**src/pll_lock_control_regs.vh**
```
`ifndef PLL_LOCK_CONTROL_REGS_VH
`define PLL_LOCK_CONTROL_REGS_VH

// register byte addresses on the plain register port
`define PLL_CONTROL_ADDR        32'hFFFF_F820
`define DIVIDER_CONTROL_ADDR    32'hFFFF_F822
`define LOCK_STATUS_ADDR        32'hFFFF_F824
`define LOCKUP_TIME_SELECT_ADDR 32'hFFFF_F826
`define PROTECT_CMD_ADDR        32'hFFFF_F830
`define PLL_STATUS_ADDR         32'hFFFF_F834

// reset values; LOCK_STATUS_RESET is unused, the lock flag resets to 1
`define PLL_CONTROL_RESET       8'h01
`define DIVIDER_CONTROL_RESET   8'h0A
`define LOCK_STATUS_RESET       8'h00
`define LOCKUP_TIME_RESET       8'h03

// field positions
`define PLL_ENABLE_BIT          0
`define PLL_MODE_SELECT_BIT     1
`define LOCK_FLAG_BIT           0

// lockup time exponents: code 00 gives 2^10 oscillator periods
`define LOCKUP_BASE_EXP         10
`define LOCKUP_CNT_W            14

// oscillator frequency multiplier in pll mode
`define PLL_MULTIPLIER          4

`endif

```
**src/pll_lock_control.v**
```verilog
`include "pll_lock_control_regs.vh"

module pll_lock_control #(
    parameter CNT_W = `LOCKUP_CNT_W
) (
    input  wire        core_clk_in,
    input  wire        reset_n_in,
    input  wire [31:0] addr_in,
    input  wire [7:0]  wdata_in,
    input  wire        wr_in,
    input  wire        rd_in,
    input  wire        bit_access_in,
    output reg  [7:0]  rdata_out,
    input  wire        light_standby_in,
    input  wire        deep_standby_in,
    input  wire        stop_mode_in,
    input  wire        standby_release_in,
    input  wire        stab_timer_ovf_in,
    input  wire        main_osc_stop_in,
    input  wire        subclock_select_in,
    output wire        pll_running_out,
    output wire        pll_mode_out,
    output wire [2:0]  clock_multiplier_out,
    output wire [7:0]  divider_control_out
);

    ////////////////////////////////////////////////////////////////////////////////
    // register state

    reg [7:0]       ctrl_r;
    reg [7:0]       divider_r;
    reg             unlocked_r;
    reg [1:0]       lockup_sel_r;
    reg             protect_armed_r;
    reg [CNT_W-1:0] lockup_cnt_r;
    reg             lockup_busy_r;
    reg             in_standby_r;
    reg             standby_was_stop_r;
    reg             standby_pll_on_r;
    reg             wait_stab_r;
    reg             reset_wait_r;

    wire pll_en   = ctrl_r[`PLL_ENABLE_BIT];
    wire wr_ctrl  = wr_in && (addr_in == `PLL_CONTROL_ADDR);
    wire wr_div   = wr_in && (addr_in == `DIVIDER_CONTROL_ADDR);
    wire wr_lsel  = wr_in && (addr_in == `LOCKUP_TIME_SELECT_ADDR);
    wire wr_prot  = wr_in && (addr_in == `PROTECT_CMD_ADDR);
    wire standby_entry = (deep_standby_in || stop_mode_in) && !in_standby_r;
    // full reset byte, only the low two bits are stored
    wire [7:0] lockup_reset = `LOCKUP_TIME_RESET;

    function [CNT_W-1:0] lockup_limit;
        input [1:0] sel;
        begin
            lockup_limit = {{(CNT_W-1){1'b0}}, 1'b1} << (`LOCKUP_BASE_EXP + sel);
        end
    endfunction

    assign pll_running_out      = pll_en && !in_standby_r;
    // x4 clock only in pll mode
    assign pll_mode_out         = ctrl_r[`PLL_MODE_SELECT_BIT] && pll_running_out;
    assign clock_multiplier_out = pll_mode_out ? 3'd`PLL_MULTIPLIER : 3'd1;
    assign divider_control_out  = divider_r;

    ////////////////////////////////////////////////////////////////////////////////
    // control registers

    always @(posedge core_clk_in) begin
        if (!reset_n_in) begin
            ctrl_r          <= `PLL_CONTROL_RESET;
            divider_r       <= `DIVIDER_CONTROL_RESET;
            lockup_sel_r    <= lockup_reset[1:0];
            protect_armed_r <= 1'b0;
        end else begin
            // any access after the protect command other than another protect command disarms it, so stray writes fail
            if (wr_in || rd_in) begin
                protect_armed_r <= wr_prot;
            end
            if (wr_ctrl) begin
                if (!wdata_in[`PLL_ENABLE_BIT]) begin
                    ctrl_r <= 8'h00;
                end else begin
                    ctrl_r <= {6'b0, wdata_in[`PLL_MODE_SELECT_BIT] & ~unlocked_r, 1'b1};
                end
            end
            if (wr_div && protect_armed_r) begin
                divider_r <= wdata_in;
            end
            if (wr_lsel && !bit_access_in) begin
                lockup_sel_r <= wdata_in[1:0];
            end
        end
    end

    ////////////////////////////////////////////////////////////////////////////////
    // lockup timer and standby tracking

    wire enable_rise = wr_ctrl && wdata_in[`PLL_ENABLE_BIT] && !pll_en;

    always @(posedge core_clk_in) begin
        if (!reset_n_in) begin
            lockup_cnt_r  <= {CNT_W{1'b0}};
            lockup_busy_r <= 1'b0;
        end else if (enable_rise) begin
            lockup_cnt_r  <= {CNT_W{1'b0}};
            lockup_busy_r <= 1'b1;
        end else if (lockup_busy_r) begin
            if (!pll_en || standby_entry) begin
                lockup_busy_r <= 1'b0;
            end else if (lockup_cnt_r == lockup_limit(lockup_sel_r) - 1'b1) begin
                lockup_busy_r <= 1'b0;
            end else begin
                lockup_cnt_r <= lockup_cnt_r + 1'b1;
            end
        end
    end

    wire lockup_done = lockup_busy_r && pll_en && !standby_entry &&
                       (lockup_cnt_r == lockup_limit(lockup_sel_r) - 1'b1);

    // light standby is not tracked, pll keeps running
    always @(posedge core_clk_in) begin
        if (!reset_n_in) begin
            in_standby_r       <= 1'b0;
            standby_was_stop_r <= 1'b0;
            standby_pll_on_r   <= 1'b0;
            wait_stab_r        <= 1'b0;
        end else if (standby_entry) begin
            in_standby_r       <= 1'b1;
            standby_was_stop_r <= stop_mode_in;
            standby_pll_on_r   <= pll_en;
        end else if (in_standby_r && standby_release_in) begin
            in_standby_r <= 1'b0;
            wait_stab_r  <= standby_pll_on_r;
        end else if (wait_stab_r && stab_timer_ovf_in) begin
            wait_stab_r <= 1'b0;
        end
    end

    ////////////////////////////////////////////////////////////////////////////////
    // unlocked flag

    wire set_unlock = standby_entry ||
                      (wr_ctrl && !wdata_in[`PLL_ENABLE_BIT]) ||
                      (main_osc_stop_in && subclock_select_in);

    always @(posedge core_clk_in) begin
        if (!reset_n_in) begin
            unlocked_r   <= 1'b1;
            reset_wait_r <= 1'b1;
        end else begin
            if (reset_wait_r && stab_timer_ovf_in) begin
                reset_wait_r <= 1'b0;
            end
            if (set_unlock) begin
                unlocked_r <= 1'b1;
            end else if (reset_wait_r && stab_timer_ovf_in) begin
                unlocked_r <= 1'b0;
            end else if (wait_stab_r && stab_timer_ovf_in) begin
                unlocked_r <= 1'b0;
            end else if (lockup_done) begin
                unlocked_r <= 1'b0;
            end
        end
    end

    ////////////////////////////////////////////////////////////////////////////////
    // read port

    always @(posedge core_clk_in) begin
        if (!reset_n_in) begin
            rdata_out <= 8'h00;
        end else if (rd_in) begin
            case (addr_in)
                `PLL_CONTROL_ADDR:        rdata_out <= ctrl_r;
                `DIVIDER_CONTROL_ADDR:    rdata_out <= divider_r;
                `LOCK_STATUS_ADDR:        rdata_out <= {7'b0, unlocked_r};
                `LOCKUP_TIME_SELECT_ADDR: rdata_out <= bit_access_in ? 8'h00 : {6'b0, lockup_sel_r};
                `PLL_STATUS_ADDR:         rdata_out <= {5'b0, lockup_busy_r, in_standby_r, pll_running_out};
                default:                  rdata_out <= 8'h00;
            endcase
        end else begin
            rdata_out <= 8'h00;
        end
    end

endmodule // pll_lock_control

```
**config.mk**
```make
export PLATFORM = sky130hd
export DESIGN_NAME = pll_lock_control
export DESIGN_NICKNAME = d
export VERILOG_FILES = /design/src/pll_lock_control.v
export VERILOG_INCLUDE_DIRS = /design/src
export SDC_FILE = /design/constraint.sdc
export NUM_CORES = 1
export LEC_CHECK = 0
export ABC_AREA = 0
export BUFFER_PORTS_ARGS = -buffer_cell sky130_fd_sc_hd__buf_2
export CAP_MARGIN = 15
export CORE_ASPECT_RATIO = 1.4
export CORE_MARGIN = 2
export CORE_UTILIZATION = 35
export DETAILED_ROUTE_END_ITERATION = 10
export GPL_ROUTABILITY_DRIVEN = 0
export PLACE_DENSITY = 0.66
export SETUP_SLACK_MARGIN = 0.2
export SLEW_MARGIN = 20
export SYNTH_ARGS = -nofsm -noshare
export SYNTH_HDL_FRONTEND = slang
export SYNTH_SLANG_ARGS = --single-unit
```
**constraint.sdc**
```tcl
create_clock -name core_clk_in -period 2.7 [get_ports core_clk_in]
set_input_delay 0.405 -clock core_clk_in [delete_from_list [all_inputs] [get_ports core_clk_in]]
set_output_delay 0.405 -clock core_clk_in [all_outputs]
set_load 0.02 [all_outputs]
```
==> results by group <==
Outcome
  – Status: finished clean

Critical path
  – Worst-path fanout max: 23
  – Worst EP arrival: roughly 2400 ps
  – CP Buf/Inv Count: 0
  – Slowest cell on crit path: o21ba_2
  – Crit path cell chain: ha_1 -> and2_1 -> or3b_2 -> o21ba_2 -> nor3b_1 -> o21ba_2
  – Delay-heaviest family, CP: simple AND/OR/NAND/NOR gates
  – Cell mode on critical path: o21ba_2
  – Crit-path max cell delay: 530 ps
  – Critical Path RT: approximately 2900 ps
  – CP startpoint kind: register
  – Crit. End Element: register
  – Critical setup path kind: reg2reg

Die
  – Full die area: between 0.006 and 0.007 mm²
  – Die height: 95.2 µm
  – Die width: 69.1 µm
  – I/O Pins: 73
  – Row count: 33
  – Core area: between 0.005 and 0.006 mm²
  – Initial core utilization: 36.0%

Synthesis
  – Main synth FF type: dfxtp_1
  – Cell taking the most area after synthesis: dfxtp_1
  – Share of the synthesized area in the top cell type: 39.5%
  – Synth Cell Area: between 0.002 and 0.0025 mm²
  – Mean Syn Cell Area: roughly 9.2 µm²
  – Post-synth ARST share: 0%
  – Cell count after synthesis: 227
  – Distinct cells, synth: 54
  – Synthesis-stage register bit count: 41
  – Number of flops mapped to enable cells by yosys: 0
  – Synth Net Count: 280
  – Yosys warnings: 0
  – Synth area leaders: dfxtp_1 39%, mux2i_1 5.8%, nand2_1 4.2%
  – Register area share after synthesis: a little under 40%

Route
  – Via density: around 5.3
  – Total wire length: slightly below 5 mm
  – Detail Route Antenna Nets: 0
  – Drt wl/cell: around 13 µm
  – Via count: 1992
  – Pre-antenna DRT Iters: 4
  – Iteration-0 DRC Markers: 88
  – DRC viols: 0

Final layout
  – Most frequent cells in the layout: 70 x buf_2, 41 x dfxtp_1, 23 x nand2_1, 13 x a21oi_1
  – Layout area overhead: 24.3%
  – Ant diodes: 0
  – FILL cells: roughly 600
  – Register area: 821 µm²
  – Most common cell after layout, fill and taps aside: buf_2
  – Area of the multi-input gates: approximately 0.0012 mm²
  – Nets@finish: between 300 and 400
  – Share of post-route cells with drive strength above 1: between 30 and 40%

Clocking
  – Post-CTS sizing: 0
  – Htree depth: 2
  – Clock Tree Buf Depth: 2
  – CTS tree: yes
  – Latest clock arrival within the worst-skew pair: roughly 290 ps
  – Clk Tree Root Cell: clkbuf_8
  – Hold buffer count at CTS: 0
  – Num Clock Sinks: about 40
  – Clock buffer count from CTS: 5
  – Post-CTS Setup Bufs: 0
  – CTS clk-pin slew, worst paths: 80 ps

Pwr
  – Worst vdd ir: 0.000222 V
  – Pwr/cell area: 425 mW/mm²
  – Tot Pwr: between 1 and 1.5 mW
  – Pleak: 1.11 nW

STA
  – F_max: 447 MHz
  – Worst hold slack: around 330 ps
  – Final TNS setup: 0 ps
  – Slew Limit Fails: 0
  – Final Hold Viols: 0
  – Actual slew at the worst max-slew pin: around 660 ps
  – Period minus WS final: 2240 ps
  – Final Cycle Share: about 83%
  – RSZ-0062 raised after global routing: no
  – Rel. slew slack: 55.7%
  – Final setup fails: 0
  – Clock skew: just over 5 ps

Global routing
  – Largest net degree at the start of global routing: 24
  – Vias in the first global route: around 1.9k
  – GRT overflow: 0
  – Antenna violations before repair: 0
  – Gr usage total: between 10% and 20%
  – First-pass GRT wire length: about 8 mm

Placement
  – DPL Wire Length: a little under 4 mm
  – PortBufs: 70

Hold path
  – Hold Path Class: in2reg

Job
  – MaxCap Viol Count: 0
## flip-flops by register name, indices dropped and copies added (netlist names), 2 cells and up
register,count
divider_control_out,8
rdata_out,8
lockup_sel_r,2
lockup_cnt_r,14
ctrl_r,2
## cells in the mapped netlist, types with 2 or more instances
| cell | instances |
|---|---|
| nand4_1 | 12 |
| a21oi_1 | 13 |
| xnor2_1 | 2 |
| nand3_1 | 12 |
| nor3b_1 | 2 |
| clkbuf_8 | 2 |
| inv_1 | 4 |
| nor4_1 | 3 |
| o21ai_0 | 7 |
| a211oi_1 | 2 |
| o21ba_2 | 3 |
| buf_6 | 2 |
| and2_1 | 8 |
| dfxtp_1 | 41 |
| mux2i_1 | 12 |
| clkbuf_1 | 3 |
| nor2_1 | 11 |
| buf_4 | 2 |
| or4_2 | 6 |
| nor3_1 | 3 |
| a21boi_0 | 2 |
| nand3b_1 | 2 |
| nand2_1 | 23 |
| or3_1 | 3 |
| and3_1 | 3 |
| nor2b_1 | 9 |
| nand4b_1 | 2 |
| o31ai_1 | 7 |
## kinds of logic (layout without fill, tap and decap cells)
| kind of cell | Yosys count | in the layout | synth area share [%] |
|---|---|---|---|
| other | 1 | 1 | 0.180 |
| AO/OA/AOI/OAI | 44 | 44 | 15.2 |
| buffers and inverters | 14 | 91 | 4.64 |
| multiplexers | 13 | 13 | 6.32 |
| AND/OR/NAND/NOR | 110 | 110 | 32.3 |
| adder cells (fa/ha/maj) | 1 | 1 | 0.602 |
| flip-flops | 41 | 41 | 39.5 |
| XOR/XNOR | 3 | 3 | 1.26 |
## area by class of cell
cell class	count	area share [%]
multi-input combinational	172	45.0
sequential	41	31.8
timing repair buffer	79	16.2
tap	70	3.39
clock buffer	8	3.10
inverter	4	0.581
## worst register-to-register path: cells and delay by family (launching register included)
family                   cells  cell delay, ps
AO/OA/AOI/OAI                2             750
AND/OR/NAND/NOR              3             840
flip-flops                   1             380
adder cells (fa/ha/maj)      1             170
## per-stage QoR
stage | utilization, % | worst slack [ps] | cell area (µm²) | std cells
CTS | 44.7 | 445 | 2580 | 374
global placement | 43.3 | 369 | 2500 | 366
detailed placement | 43.3 | 355 | 2500 | 366
global route | 44.7 | 234 | 2580 | 374
floorplan | - | 667 | 2080 | 227
finish | 44.7 | 461 | 2580 | 374
## path summary, 6_finish.rpt
path	cells after the start	to	startpoint	slack [ps]
min reg2reg	2	protect_armed_r	protect_armed_r	470
max	6	lockup_cnt_r[1]	lockup_cnt_r[0]	460
max reg2reg	6	lockup_cnt_r[1]	lockup_cnt_r[0]	460
min	2	reset_wait_r	stab_timer_ovf_in	330
## where the power goes
part           internal [mW]  switching, mW
registers              0.609        0.00234
logic                 0.0508         0.0494
clock network          0.184          0.203
## routing by layer
layer / wire length [µm] / track usage [%] / share of wire (%) / vias up
li1: - / - / - / 993
met1: 1940 / 16.1 / 40 / 917
met2: 2600 / 29.5 / 53 / 72
met3: 237 / 2.85 / 4.8 / 10
met4: 109 / 5.56 / 2.2 / 0
met5: 0 / 0 / 0 / -
No activity file was read; power rests on OpenSTA's default activity.
